### config.mk
export PLATFORM = sky130hd
export DESIGN_NAME = nvc_core
export DESIGN_NICKNAME = d
export VERILOG_FILES = /design/src/hw/nvc_stack_ram.v /design/src/hw/nvc_core.v
export VERILOG_INCLUDE_DIRS = /design/src /design/src/hw
export SDC_FILE = /design/constraint.sdc
export NUM_CORES = 2
export LEC_CHECK = 0
export ABC_AREA = 1
export BUFFER_PORTS_ARGS = -buffer_cell sky130_fd_sc_hd__buf_4
export CAP_MARGIN = 30
export CELL_PAD_IN_SITES_DETAIL_PLACEMENT = 1
export CELL_PAD_IN_SITES_GLOBAL_PLACEMENT = 2
export CORE_MARGIN = 3
export CORE_UTILIZATION = 40
export DETAILED_ROUTE_END_ITERATION = 10
export PLACE_DENSITY_LB_ADDON = 0.1
export SYNTH_ARGS = -nofsm -noshare
export SYNTH_HDL_FRONTEND = slang
export SYNTH_SLANG_ARGS = --single-unit
### constraint.sdc
create_clock -name CLK -period 47.4 [get_ports CLK]
set_input_delay 9.48 -clock CLK [delete_from_list [all_inputs] [get_ports CLK]]
set_output_delay 9.48 -clock CLK [all_outputs]
set_load 0.005 [all_outputs]
### src/hw/nvc_defs.vh
`ifndef NVC_DEFS_VH
`define NVC_DEFS_VH

`define NVC_NIRQ 32
`define NVC_NEXC 15
`define NVC_PRI_W 3
`define NVC_PRI_LOWEST 3'h7
`define NVC_VEC_FIRST 6'h10
`define NVC_ROM_BASE 32'h00000000
`define NVC_RAM_BASE 32'h20000000
`define NVC_VTBS_RST 32'h00000000
`define NVC_VTBS_RAM_BIT 29
`define NVC_VTBS_OFS_MASK 32'h1FFFFF80
`define NVC_MSP_RST 32'h00000100
`define NVC_PSP_RST 32'h00000080
`define NVC_CTRL_DUAL 0
`define NVC_CTRL_PSP 1
`define NVC_EXC_ACT_LSB 16
`define NVC_PRIO_MASK 32'h77777777
`define NVC_DET_PIRQ_LSB 16
`define NVC_DET_PPRI_LSB 21
`define NVC_DET_PV_BIT 24

`define NVC_A_ACTIVE 8'h00
`define NVC_A_VTBS 8'h04
`define NVC_A_ENABLE 8'h08
`define NVC_A_CTRL 8'h0C
`define NVC_A_EXC 8'h10
`define NVC_A_MSP 8'h14
`define NVC_A_PSP 8'h18
`define NVC_A_STAT 8'h1C
`define NVC_A_PRIO0 8'h20
`define NVC_A_PRIO1 8'h24
`define NVC_A_PRIO2 8'h28
`define NVC_A_PRIO3 8'h2C

`define NVC_RESP_OK 2'h0
`define NVC_RESP_ERR 2'h2

`endif

### src/hw/nvc_stack_ram.v
`timescale 1ns/1ps
// context stack storage, registered read data
module nvc_stack_ram (
  // clock
  input wire clk,
  // write port
  input wire wr_en,
  input wire [5:0] wr_addr,
  input wire [31:0] wr_data,
  // read port
  input wire [5:0] rd_addr,
  output reg [31:0] rd_data
);

  reg [31:0] mem [0:63];

  // no reset on the array: contents are only read after being pushed
  always @(posedge clk) begin
    if (wr_en) begin
      mem[wr_addr] <= wr_data;
    end
    rd_data <= mem[rd_addr];
  end

endmodule // nvc_stack_ram

### src/hw/nvc_core.v
// The implementer's own choices: the register addresses and the AXI4-Lite interface to the registers.
`timescale 1ns/1ps
`include "nvc_defs.vh"
module nvc_core (
  // clock and reset
  input wire CLK,
  input wire NRST,
  // axi4-lite write
  input wire [7:0] AWADDR,
  input wire AWVALID,
  output wire AWREADY,
  input wire [31:0] WDATA,
  input wire [3:0] WSTRB,
  input wire WVALID,
  output wire WREADY,
  output wire [1:0] BRESP,
  output wire BVALID,
  input wire BREADY,
  // axi4-lite read
  input wire [7:0] ARADDR,
  input wire ARVALID,
  output wire ARREADY,
  output wire [31:0] RDATA,
  output wire [1:0] RRESP,
  output wire RVALID,
  input wire RREADY,
  // interrupt lines
  input wire [31:0] IRQ,
  // core entry and exit
  output wire INT_REQ,
  output wire [4:0] INT_NUM,
  output wire [31:0] HANDLER_ADDR,
  output wire HANDLER_CMODE,
  input wire ENTRY_ACK,
  input wire EXIT_ACK,
  output wire STACK_BUSY,
  // core context
  input wire [255:0] CORE_CTX,
  output wire RESTORE_VALID,
  output wire [2:0] RESTORE_IDX,
  output wire [31:0] RESTORE_DATA,
  // exceptions
  input wire [14:0] EXC_ACTIVE,
  output wire [14:0] EXC_ENABLE,
  // vector table fetch
  output wire VEC_RD,
  output wire [31:0] VEC_ADDR,
  input wire [31:0] VEC_RDATA
);

  localparam S_RUN = 4'h0;
  localparam S_PUSHC = 4'h1;
  localparam S_PUSHD = 4'h2;
  localparam S_VEC = 4'h3;
  localparam S_VWAIT = 4'h4;
  localparam S_REQ = 4'h5;
  localparam S_POPD = 4'h6;
  localparam S_POPDW = 4'h7;
  localparam S_POPC = 4'h8;
  localparam S_POPCW = 4'h9;

  //////////////////////////////////////////////////////////////////////////////
  // registers

  reg aw_ok_reg, w_ok_reg, bvalid_reg, rvalid_reg;
  reg [7:0] awaddr_reg;
  reg [31:0] wdata_reg, rdata_reg;
  reg [3:0] wstrb_reg;
  reg [1:0] bresp_reg, rresp_reg;
  reg [31:0] vtbs_reg, enable_reg, ctrl_reg, msp_reg, psp_reg;
  reg [14:0] exc_en_reg;
  reg [127:0] prio_reg;
  reg [31:0] pend_reg, active_reg, sync1_reg, sync2_reg, prev_reg;
  reg [3:0] state_reg, depth_reg;
  reg [2:0] cnt_reg, cur_pri_reg, sel_pri_reg;
  reg [4:0] cur_irq_reg, sel_irq_reg;
  reg cur_v_reg, frame_psp_reg, base_psp_reg;
  reg vec_rd_reg;
  reg [31:0] vec_addr_reg, handler_reg;

  //////////////////////////////////////////////////////////////////////////////
  // arbitration

  reg win_v;
  reg [2:0] win_pri;
  reg [4:0] win_irq;
  wire [31:0] cand = pend_reg & enable_reg;
  integer i;

  always @* begin
    win_v = 1'b0;
    win_pri = `NVC_PRI_LOWEST;
    win_irq = 5'h00;
    for (i = 0; i < `NVC_NIRQ; i = i + 1) begin
      // strict compare keeps the lower index on a tie
      if (cand[i] && (!win_v || prio_reg[i*4 +: 3] < win_pri)) begin
        win_v = 1'b1;
        win_pri = prio_reg[i*4 +: 3];
        win_irq = i[4:0];
      end
    end
  end

  // only strictly higher priority preempts; others wait to tail chain
  wire preempt = win_v && (!cur_v_reg || win_pri < cur_pri_reg);

  //////////////////////////////////////////////////////////////////////////////
  // stack access

  wire [31:0] sp_cur = frame_psp_reg ? psp_reg : msp_reg;
  wire [31:0] sp_dec = sp_cur - 32'h00000004;
  wire [31:0] sp_inc = sp_cur + 32'h00000004;
  wire push = (state_reg == S_PUSHC) || (state_reg == S_PUSHD);
  wire pop = (state_reg == S_POPD) || (state_reg == S_POPC);
  wire [7:0] ctx_ofs = {3'h7 - cnt_reg, 5'h00};
  // details word carries the new and the suspended interrupt
  wire [31:0] det_w = {7'h00, cur_v_reg, cur_pri_reg, cur_irq_reg,
                       7'h00, 1'b1, sel_pri_reg, sel_irq_reg};
  wire [31:0] ram_wdata = (state_reg == S_PUSHD) ? det_w : CORE_CTX[ctx_ofs +: 32];
  wire [31:0] ram_rdata;

  nvc_stack_ram u_ram (
    .clk(CLK),
    .wr_en(push),
    .wr_addr(sp_dec[7:2]),
    .wr_data(ram_wdata),
    .rd_addr(sp_cur[7:2]),
    .rd_data(ram_rdata)
  );

  wire p_v = ram_rdata[`NVC_DET_PV_BIT];
  wire [2:0] p_pri = ram_rdata[`NVC_DET_PPRI_LSB +: 3];
  wire [4:0] p_irq = ram_rdata[`NVC_DET_PIRQ_LSB +: 5];
  wire chain = win_v && (!p_v || win_pri < p_pri);
  wire first_psp = (depth_reg == 4'h0) && ctrl_reg[`NVC_CTRL_DUAL] && ctrl_reg[`NVC_CTRL_PSP];

  // rom or ram region plus the programmed offset
  wire [31:0] vt_base = (vtbs_reg[`NVC_VTBS_RAM_BIT] ? `NVC_RAM_BASE : `NVC_ROM_BASE)
                        + (vtbs_reg & `NVC_VTBS_OFS_MASK);

  //////////////////////////////////////////////////////////////////////////////
  // entry and exit sequencer, no instruction takes part

  always @(posedge CLK or negedge NRST) begin
    if (!NRST) begin
      state_reg <= S_RUN;
      cnt_reg <= 3'h0;
      depth_reg <= 4'h0;
      cur_v_reg <= 1'b0;
      cur_pri_reg <= 3'h0;
      cur_irq_reg <= 5'h00;
      sel_pri_reg <= 3'h0;
      sel_irq_reg <= 5'h00;
      frame_psp_reg <= 1'b0;
      base_psp_reg <= 1'b0;
      msp_reg <= `NVC_MSP_RST;
      psp_reg <= `NVC_PSP_RST;
      vec_rd_reg <= 1'b0;
      vec_addr_reg <= 32'h00000000;
      handler_reg <= 32'h00000000;
    end else begin
      vec_rd_reg <= 1'b0;
      if (push) begin
        if (frame_psp_reg) psp_reg <= sp_dec;
        else msp_reg <= sp_dec;
      end
      if (pop) begin
        if (frame_psp_reg) psp_reg <= sp_inc;
        else msp_reg <= sp_inc;
      end
      case (state_reg)
        S_RUN: begin
          if (EXIT_ACK && cur_v_reg) begin
            frame_psp_reg <= (depth_reg == 4'h1) && base_psp_reg;
            state_reg <= S_POPD;
          end else if (preempt) begin
            // first frame may use the process stack, nested ones main
            frame_psp_reg <= first_psp;
            if (depth_reg == 4'h0) base_psp_reg <= first_psp;
            sel_pri_reg <= win_pri;
            sel_irq_reg <= win_irq;
            cnt_reg <= 3'h0;
            state_reg <= S_PUSHC;
          end
        end
        S_PUSHC: begin
          // lr, r12, r3..r0, status word, pc of the interrupted code
          cnt_reg <= cnt_reg + 3'h1;
          if (cnt_reg == 3'h7) begin
            // a later, higher request takes the finished frame
            if (preempt) begin
              sel_pri_reg <= win_pri;
              sel_irq_reg <= win_irq;
            end
            state_reg <= S_PUSHD;
          end
        end
        S_PUSHD: begin
          depth_reg <= depth_reg + 4'h1;
          cur_v_reg <= 1'b1;
          cur_pri_reg <= sel_pri_reg;
          cur_irq_reg <= sel_irq_reg;
          state_reg <= S_VEC;
        end
        S_VEC: begin
          // exception slots come first in the table
          vec_rd_reg <= 1'b1;
          vec_addr_reg <= vt_base + {24'h000000, {1'b0, sel_irq_reg} + `NVC_VEC_FIRST, 2'h0};
          state_reg <= S_VWAIT;
        end
        S_VWAIT: begin
          handler_reg <= VEC_RDATA;
          state_reg <= S_REQ;
        end
        S_REQ: begin
          if (ENTRY_ACK) state_reg <= S_RUN;
        end
        S_POPD: begin
          state_reg <= S_POPDW;
        end
        S_POPDW: begin
          // handler details come off first
          depth_reg <= depth_reg - 4'h1;
          cur_v_reg <= p_v;
          cur_pri_reg <= p_pri;
          cur_irq_reg <= p_irq;
          cnt_reg <= 3'h0;
          if (chain) begin
            // saved context stays; only new details go on
            sel_pri_reg <= win_pri;
            sel_irq_reg <= win_irq;
            state_reg <= S_PUSHD;
          end else begin
            state_reg <= S_POPC;
          end
        end
        S_POPC: begin
          state_reg <= S_POPCW;
        end
        S_POPCW: begin
          // context returns to the core, which resumes where it stopped
          cnt_reg <= cnt_reg + 3'h1;
          state_reg <= (cnt_reg == 3'h7) ? S_RUN : S_POPC;
        end
        default: begin
          state_reg <= S_RUN;
        end
      endcase
    end
  end

  //////////////////////////////////////////////////////////////////////////////
  // per-line pending and active flags

  wire ent = (state_reg == S_REQ) && ENTRY_ACK;
  wire ext = (state_reg == S_RUN) && EXIT_ACK && cur_v_reg;

  genvar g;
  generate
    for (g = 0; g < `NVC_NIRQ; g = g + 1) begin : g_line
      wire rise = sync2_reg[g] && !prev_reg[g];
      // a line still high at exit pends again
      wire relevel = ext && (cur_irq_reg == g) && sync2_reg[g];
      wire hit_ent = ent && (sel_irq_reg == g);
      always @(posedge CLK or negedge NRST) begin
        if (!NRST) begin
          sync1_reg[g] <= 1'b0;
          sync2_reg[g] <= 1'b0;
          prev_reg[g] <= 1'b0;
          pend_reg[g] <= 1'b0;
          active_reg[g] <= 1'b0;
        end else begin
          sync1_reg[g] <= IRQ[g];
          sync2_reg[g] <= sync1_reg[g];
          prev_reg[g] <= sync2_reg[g];
          // a new edge beats the clear in the same cycle
          if (rise || relevel) pend_reg[g] <= 1'b1;
          else if (hit_ent) pend_reg[g] <= 1'b0;
          // set on entry, kept while suspended, cleared at exit
          if (hit_ent) active_reg[g] <= 1'b1;
          else if (ext && (cur_irq_reg == g)) active_reg[g] <= 1'b0;
        end
      end
    end
  endgenerate

  //////////////////////////////////////////////////////////////////////////////
  // axi4-lite slave

  wire do_wr = aw_ok_reg && w_ok_reg && !bvalid_reg;
  wire [31:0] wmask = {{8{wstrb_reg[3]}}, {8{wstrb_reg[2]}}, {8{wstrb_reg[1]}}, {8{wstrb_reg[0]}}};
  reg wr_map;
  reg [31:0] rd_mux;
  reg rd_map;

  function [31:0] merge;
    input [31:0] old;
    input [31:0] nw;
    input [31:0] m;
    begin
      merge = (old & ~m) | (nw & m);
    end
  endfunction

  always @* begin
    case (awaddr_reg)
      `NVC_A_ACTIVE, `NVC_A_VTBS, `NVC_A_ENABLE, `NVC_A_CTRL, `NVC_A_EXC,
      `NVC_A_MSP, `NVC_A_PSP, `NVC_A_STAT, `NVC_A_PRIO0, `NVC_A_PRIO1,
      `NVC_A_PRIO2, `NVC_A_PRIO3: wr_map = 1'b1;
      default: wr_map = 1'b0;
    endcase
  end

  always @* begin
    rd_map = 1'b1;
    case (ARADDR)
      `NVC_A_ACTIVE: rd_mux = active_reg;
      `NVC_A_VTBS: rd_mux = vtbs_reg;
      `NVC_A_ENABLE: rd_mux = enable_reg;
      `NVC_A_CTRL: rd_mux = ctrl_reg;
      // exception activity kept apart from line flags
      `NVC_A_EXC: rd_mux = {1'b0, EXC_ACTIVE, 1'b0, exc_en_reg};
      `NVC_A_MSP: rd_mux = msp_reg;
      `NVC_A_PSP: rd_mux = psp_reg;
      `NVC_A_STAT: rd_mux = {15'h0000, state_reg, depth_reg, cur_v_reg, cur_pri_reg, cur_irq_reg};
      `NVC_A_PRIO0: rd_mux = prio_reg[31:0];
      `NVC_A_PRIO1: rd_mux = prio_reg[63:32];
      `NVC_A_PRIO2: rd_mux = prio_reg[95:64];
      `NVC_A_PRIO3: rd_mux = prio_reg[127:96];
      default: begin
        rd_mux = 32'h00000000;
        rd_map = 1'b0;
      end
    endcase
  end

  always @(posedge CLK or negedge NRST) begin
    if (!NRST) begin
      aw_ok_reg <= 1'b0;
      w_ok_reg <= 1'b0;
      awaddr_reg <= 8'h00;
      wdata_reg <= 32'h00000000;
      wstrb_reg <= 4'h0;
      bvalid_reg <= 1'b0;
      bresp_reg <= `NVC_RESP_OK;
      rvalid_reg <= 1'b0;
      rdata_reg <= 32'h00000000;
      rresp_reg <= `NVC_RESP_OK;
      vtbs_reg <= `NVC_VTBS_RST;
      enable_reg <= 32'h00000000;
      ctrl_reg <= 32'h00000000;
      exc_en_reg <= 15'h0000;
      prio_reg <= 128'h0;
    end else begin
      if (AWVALID && !aw_ok_reg) begin
        aw_ok_reg <= 1'b1;
        awaddr_reg <= AWADDR;
      end
      if (WVALID && !w_ok_reg) begin
        w_ok_reg <= 1'b1;
        wdata_reg <= WDATA;
        wstrb_reg <= WSTRB;
      end
      if (do_wr) begin
        aw_ok_reg <= 1'b0;
        w_ok_reg <= 1'b0;
        bvalid_reg <= 1'b1;
        bresp_reg <= wr_map ? `NVC_RESP_OK : `NVC_RESP_ERR;
        case (awaddr_reg)
          `NVC_A_VTBS: vtbs_reg <= merge(vtbs_reg, wdata_reg, wmask);
          `NVC_A_ENABLE: enable_reg <= merge(enable_reg, wdata_reg, wmask);
          `NVC_A_CTRL: ctrl_reg <= merge(ctrl_reg, wdata_reg, wmask) & 32'h00000003;
          `NVC_A_EXC: exc_en_reg <= (exc_en_reg & ~wmask[14:0]) | (wdata_reg[14:0] & wmask[14:0]);
          `NVC_A_PRIO0: prio_reg[31:0] <= merge(prio_reg[31:0], wdata_reg, wmask) & `NVC_PRIO_MASK;
          `NVC_A_PRIO1: prio_reg[63:32] <= merge(prio_reg[63:32], wdata_reg, wmask)
            & `NVC_PRIO_MASK;
          `NVC_A_PRIO2: prio_reg[95:64] <= merge(prio_reg[95:64], wdata_reg, wmask)
            & `NVC_PRIO_MASK;
          `NVC_A_PRIO3: prio_reg[127:96] <= merge(prio_reg[127:96], wdata_reg, wmask)
            & `NVC_PRIO_MASK;
          default: begin
          end
        endcase
      end else if (bvalid_reg && BREADY) begin
        bvalid_reg <= 1'b0;
      end
      if (ARVALID && !rvalid_reg) begin
        rvalid_reg <= 1'b1;
        rdata_reg <= rd_mux;
        rresp_reg <= rd_map ? `NVC_RESP_OK : `NVC_RESP_ERR;
      end else if (rvalid_reg && RREADY) begin
        rvalid_reg <= 1'b0;
      end
    end
  end

  //////////////////////////////////////////////////////////////////////////////
  // outputs

  assign AWREADY = !aw_ok_reg;
  assign WREADY = !w_ok_reg;
  assign BVALID = bvalid_reg;
  assign BRESP = bresp_reg;
  assign ARREADY = !rvalid_reg;
  assign RVALID = rvalid_reg;
  assign RDATA = rdata_reg;
  assign RRESP = rresp_reg;
  assign INT_REQ = (state_reg == S_REQ);
  assign INT_NUM = sel_irq_reg;
  // low bit marks the compressed code mode and is not part of the address
  assign HANDLER_ADDR = {handler_reg[31:1], 1'b0};
  assign HANDLER_CMODE = handler_reg[0];
  assign STACK_BUSY = (state_reg != S_RUN) && (state_reg != S_REQ);
  assign RESTORE_VALID = (state_reg == S_POPCW);
  assign RESTORE_IDX = cnt_reg;
  assign RESTORE_DATA = ram_rdata;
  assign EXC_ENABLE = exc_en_reg;
  assign VEC_RD = vec_rd_reg;
  assign VEC_ADDR = vec_addr_reg;

endmodule // nvc_core

# After elaboration in Yosys (flattened, before gate mapping)
# Memory sizes are Yosys's and may differ from the RTL's. A register that Yosys moved wholly into a read port is not among the register bits.
# Index checks and enable logic that the tools add are counted.
# classes
addsub	9
magnitude_cmp	33
n_eq_ne	102
shifts	1
n_mux	276
bitwise_logic	22
reduce_logical	407
# op_table
op	n
32-bit case mux with 12 select lines	1
32-bit two-way mux	10
256-bit by 9-bit indexed part select with 32-bit output	1
1-bit logical AND	176
1-bit two-way mux	176
5-bit == test (second input constant)	32
2-bit nonzero test	70
32-bit bitwise AND	4
3-bit two-way mux	42
31-bit bitwise AND	4
31-bit bitwise OR	4
5-bit two-way mux	21
3-bit < comparator	33
5-bit by 4-bit == test with 1-bit output (second input constant)	16
1-bit logical NOT	69
1-bit logical OR	67
8-bit by 5-bit == test with 1-bit output (second input constant)	8
8-bit by 6-bit == test with 1-bit output (second input constant)	8
32-bit bitwise OR	2
4-bit two-way mux	13
5-bit by 3-bit == test with 1-bit output (second input constant)	8
4-bit case mux with 10 select lines	1
31-bit by 8-bit adder with 32-bit output	1
32-bit by 3-bit adder with 32-bit output (second input constant)	1
other kinds (45)	82
# totals
ff_bits	580
ramBits	2048
inputBits	396
output_inout_bits	165
wordCells	1044
memories	1
# mem_list
memory	words	word_bits	rd	rd_ports_with_merged_regs	write_ports	line_no	text
u_ram.mem	64	32	1	1	1	nvc_stack_ram.v:15	reg [31:0] mem [0:63];

# Longest topological paths before layout
# logic_depth
ltp_word	132
mapped_depth	288
depth_no_buf	288

# By module
# A second synthesis with hierarchy kept.
# unflattened
cells_unflattened	11022
hier_area_um2	114616.2
# modules_own_cells
mod	n_inst	cells_each	area_each_um2	seq_area_each_um2
nvc_stack_ram	1	6773	82738.1	62139.6
nvc_core	1	4249	31878.1	14391.3

# Worst setup path before layout
# Ideal clock, no wire load.
# synth_timing
path_kind	register to register
startpoint	register with a tool-made name
endpoint	register sel_irq_reg[0], in the netlist INT_NUM[0]
setup_ns	0.117
arrival_ns	26.897
required_ns	47.283
slack_ns	20.386
stages_incl_launch_ff	255
path_buffers	0
period_less_slack_ns	27.014
path_cell_list	dfrtp_1 > nand2_2 > nor2_1 > nor2_1 > nand2_1 > nand2_2 > nand3_2 > o22ai_1 > ha_1 > nand2_1 > clkinv_1 > nand2_1 > nand2_1 > nand2_2 > nand2_4 > o21ai_0 > ha_1 > nand2_1 > [219 not listed] > nand2_1 > nand2_2 > o21ai_0 > ha_1 > a21oi_1 > nand2_1 > nand2_2 > nand2_4 > a21oi_1 > ha_1 > a21oi_1 > nand2_1 > nand2_1 > nand2_1 > nand2_4 > nand3_4 > nand2_1 > nand2_1
# synth_lines
item	line_no	text
end signal: assignment	nvc_core.v:181	sel_irq_reg <= win_irq;
end signal: assignment	nvc_core.v:193	sel_irq_reg <= win_irq;
end signal: assignment	nvc_core.v:231	sel_irq_reg <= win_irq;
end: declaration	nvc_core.v:76	reg [4:0] cur_irq_reg, sel_irq_reg;

# Worst setup path in the final report
# layout_timing
startpoint	register pend_reg[0]
endpoint	register sel_irq_reg[3], in the netlist INT_NUM[3]
# layout_between
elab_chain_cells	132
word_cells_on_any_way	226
cone_classes	33 x order compare; 1 x eq/ne; 93 x mux; 1 x bitwise; 98 x reduce/logical
# layout_lines
item	line_no	text
start: declaration	nvc_core.v:73	reg [31:0] pend_reg, active_reg, sync1_reg, sync2_reg, prev_reg;
start signal: indexed assignment	nvc_core.v:270	pend_reg[g] <= 1'b0;
start signal: indexed assignment	nvc_core.v:277	if (rise || relevel) pend_reg[g] <= 1'b1;
start signal: indexed assignment	nvc_core.v:278	else if (hit_ent) pend_reg[g] <= 1'b0;
32-bit bitwise AND (*)	nvc_core.v:87	wire [31:0] cand = pend_reg & enable_reg;
3-bit two-way mux or 1-bit two-way mux (tied branches)	nvc_core.v:96	if (cand[i] && (!win_v || prio_reg[i*4 +: 3] < win_pri)) begin
3-bit < comparator or 1-bit logical NOT (tied branches)	nvc_core.v:96	
1-bit logical OR	nvc_core.v:96	
1-bit logical AND	nvc_core.v:96	
3-bit two-way mux or 1-bit two-way mux (tied branches)	nvc_core.v:96	
3-bit < comparator or 1-bit logical NOT (tied branches)	nvc_core.v:96	
1-bit logical OR	nvc_core.v:96	
[117 not listed]	n/a	
3-bit two-way mux (*)	nvc_core.v:96	
net win_pri[2]	nvc_core.v:85	reg [2:0] win_pri;
3-bit < comparator	nvc_core.v:105	wire preempt = win_v && (!cur_v_reg || win_pri < cur_pri_reg);
1-bit logical OR	nvc_core.v:105	
1-bit logical AND	nvc_core.v:105	
5-bit two-way mux	nvc_core.v:176, nvc_core.v:191	
5-bit two-way mux (on tied branches)	nvc_core.v:189, nvc_core.v:173	
5-bit case mux with 3 select lines	nvc_core.v:171	case (state_reg)
# Mark *: on every way through the listed nets, which the timed path passes. The rest lies on a longest branch. The select of a mux whose other input is x is not followed.
# A chain may end at the register's enable or synchronous reset.

==> results_tabular.tex <==
\begin{tabular}{lr}
\hline
Metric & Value \\
\hline
\multicolumn{2}{l}{\textbf{Run status}} \\
Outcome & finished, final reports clean \\
\multicolumn{2}{l}{\textbf{Clock tree}} \\
Longest Clk Path Bufs & 4 \\
CTS HTree Levels & 5 \\
Setup bufs post-CTS & 0 \\
Number of hold buffers added after CTS & 0 \\
Post\_cts resized & 0 \\
CTS tree & built \\
Clock insertion delay at the later pin of the skew report & 0.94 ns \\
Number of clock sinks & 2655 \\
Clock root buffer master & sky130\_fd\_sc\_hd\_\_clkbuf\_16 \\
Number of buffers added by the clock tree synthesis step & 300 \\
Clock-pin slew of the registers on the worst-case setup and hold paths & 0.06 ns \\
\multicolumn{2}{l}{\textbf{Synth}} \\
Async set-reset flop share out of synthesis & 21.66\% \\
Area contributors post-synth & sky130\_fd\_sc\_hd\_\_edfxtp\_1 55\%, sky130\_fd\_sc\_hd\_\_dfrtp\_1 13\%, sky130\_fd\_sc\_hd\_\_o21ai\_0 7.4\% \\
Synth Register Bits & 2655 \\
Number of enable flip-flop cells after synthesis & 2048 \\
Primary flip-flop cell chosen by synthesis mapping & sky130\_fd\_sc\_hd\_\_edfxtp\_1 \\
Sequential share of the synthesized area & 68.72\% \\
YS warnings & 0 \\
Post-Synthesis Cell Area & 0.1114 mm\^{}2 \\
Post-synthesis cell type count & 59 \\
Synthesized instance count & 10.13k \\
Post-synthesis average cell area & 11.00 um\^{}2 \\
Cell taking the most area after synthesis & sky130\_fd\_sc\_hd\_\_edfxtp\_1 \\
Post-synth top area share & 55.22\% \\
\multicolumn{2}{l}{\textbf{Floorplan}} \\
Die outline area & 0.2848 mm\^{}2 \\
Number of core rows & 193 \\
IO Count & 561 \\
Floorplan Core Area & 0.2767 mm\^{}2 \\
Initial Utilization & 40.24\% \\
Width of the die & 533.7 um \\
Die Ht & 533.7 um \\
\multicolumn{2}{l}{\textbf{GRT}} \\
Congestion Overflow GR & 0 \\
Maximum number of pins on one net before global-route repair & 198 \\
Global routing usage summed across all routing layers & 31.53\% \\
Antenna violations before repair & 22 \\
Vias in the first global route & 85.85k \\
Global-route wire length before repair & 649400 um \\
\multicolumn{2}{l}{\textbf{Setup path}} \\
Endpoint class of the critical path & register \\
CP Launch Type & register \\
Worst setup path class & reg -> reg \\
Crit-path most repeated cell & sky130\_fd\_sc\_hd\_\_nand2\_1 \\
Register-to-register path setup slack & 14.22 ns \\
Largest stage delay, worst path & 0.41 ns \\
Signal arrival time at the worst endpoint & 33.93 ns \\
Master of the slowest instance on the critical path & sky130\_fd\_sc\_hd\_\_dfrtp\_1 \\
Critical path fanouts, max & 10 \\
Worst Path Required & 48.15 ns \\
\multicolumn{2}{l}{\textbf{Layout}} \\
Area growth syn-to-layout & 17.07\% \\
Most flop-heavy register & u\_ram.mem \\
Most common library cell in the layout ignoring fill and taps & sky130\_fd\_sc\_hd\_\_edfxtp\_1 \\
Most frequent cells in the layout & 2048 x sky130\_fd\_sc\_hd\_\_edfxtp\_1, 1631 x sky130\_fd\_sc\_hd\_\_o21ai\_0, 1559 x sky130\_fd\_sc\_hd\_\_nand2\_1 \\
Largest register FFs & 2048 \\
Summed area of non-filler cells in the final layout & 0.1304 mm\^{}2 \\
Share of post-route cells with drive strength above 1 & 13.18\% \\
Final layout net count & 11.07k \\
\multicolumn{2}{l}{\textbf{Timing}} \\
Post-route clock period utilization & 70.01\% \\
Slew HR & 23.51\% \\
RSZ-0062 raised after global routing & false \\
Worst setup skew after layout & 0.09100 ns \\
Setup TNS & 0 ns \\
FMAX & 0.03013 GHz \\
Worst hold slack after final layout & 0.3417 ns \\
Tightest Pin Transition & 1.147 ns \\
Number of max-slew violations in the final report & 0 \\
Time the final worst path needs with I/O delays and setup & 33.18 ns \\
Setup Viol. Count Final & 0 \\
Count of final hold-check violations & 0 \\
\multicolumn{2}{l}{\textbf{Hold path}} \\
Type of the most critical hold path & reg -> reg \\
\multicolumn{2}{l}{\textbf{Run}} \\
Max-capacitance violation count & 0 \\
\multicolumn{2}{l}{\textbf{Placed design}} \\
Area after detailed placement & 0.1207 mm\^{}2 \\
Weighted congestion at the end of routability-driven global placement & 0.9475 \\
I/O Buffers & 554 \\
HPWL Detailed & 288800 um \\
\multicolumn{2}{l}{\textbf{Routing}} \\
DRC & 0 \\
First drt pass iteration count & 5 \\
Wire length per cell & 31.68 um \\
Via count & 84.18k \\
Detailed-route wire length & 461900 um \\
Initial DRC Count & 7526 \\
DR vias/cell & 5.774 \\
Remaining antenna violation count after routing & 0 \\
\multicolumn{2}{l}{\textbf{Pwr}} \\
Leak pwr & 47.72 nW \\
Pwr per Cell Area & 80.87 mW/mm\^{}2 \\
Peak supply drop & 0.00007928 V \\
Power, Total & 10.54 mW \\
\hline
\end{tabular}
[worst paths after layout]
check                              start             end  cells past startpoint
setup / recovery             pend_reg[0]      INT_NUM[3]                    256
hold / removal             sync1_reg[12]   sync2_reg[12]                      0
setup reg to reg             pend_reg[0]      INT_NUM[3]                    256
hold reg to reg            sync1_reg[12]   sync2_reg[12]                      0
max in group asynchronous           NRST  RESTORE_IDX[0]                      3
min in group asynchronous           NRST   sync1_reg[31]                      1
[cell families after synthesis]
logic type               synth area share [%]
multiplexers                          0.04044
AO/OA/AOI/OAI                           13.14
buffers and inverters                   3.719
XOR/XNOR                               0.5819
other                                0.003367
AND/OR/NAND/NOR                         13.29
flip-flops                              68.72
adder cells (fa/ha/maj)                0.5055
[power by group]
group	total [mW]	leakage, nW	switching, mW	internal (mW)
registers	3.36	26.0	0.155	3.21
clock network	2.29	4.73	0.980	1.31
logic	4.89	17.0	3.72	1.17
total	10.5	47.7	4.85	5.69
[critical path: cells and delay by family (launching register included)]
family	cells	cell delay, ns
AOI/OAI and AO/OA	32	9.23
adders and majority gates	31	9.19
buffers and inverters	30	1.54
DFF	1	0.41
and+or+nand+nor	163	12.59
[cells in the mapped netlist, drive strengths merged, types with 32 or more instances]
cell / count
dfxtp: 32
edfxtp: 2048
o211ai: 39
buf: 35
clkbuf: 551
inv: 464
nor3: 48
xor2: 63
clkinv: 35
nor2: 1552
nand2: 1642
a41oi: 40
a221oi: 71
o21ai: 1649
a21oi: 141
ha: 45
nand3: 270
dfrtp: 573
o22ai: 581
nand4: 108
[final cells by class]
| cell class | count | area, um^2 |
|---|---|---|
| well taps | 3705 | 4636 |
| clock buffers | 394 | 8267 |
| multi-input cells | 6391 | 31650 |
| flip-flops and latches | 2655 | 76540 |
| repair buffers | 781 | 6025 |
| clock inverters | 150 | 1364 |
| inverters | 499 | 1892 |
| fillers | 29397 | 146400 |
| diodes | 5 | 12.51 |
[per-layer routing]
| layer | vias up | track usage (%) | routed length (um) |
|---|---|---|---|
| li1 | 36991 | - | - |
| met1 | 43697 | 41.18 | 190200 |
| met5 | - | 0 | 27 |
| met2 | 2728 | 53.16 | 225200 |
| met4 | 4 | 14.17 | 23600 |
| met3 | 761 | 3.373 | 22840 |
[stage by stage]
step | worst slack, ns | instances | util, %
floorplan | 20.39 | 10132 | -
global route | 10.46 | 14578 | 47.11
CTS | 14.03 | 14574 | 47.10
global placement | 14.15 | 14010 | 43.56
finish | 14.22 | 14580 | 47.11
detailed placement | 14.25 | 14030 | 43.62
(Power assumes the default switching activity.)
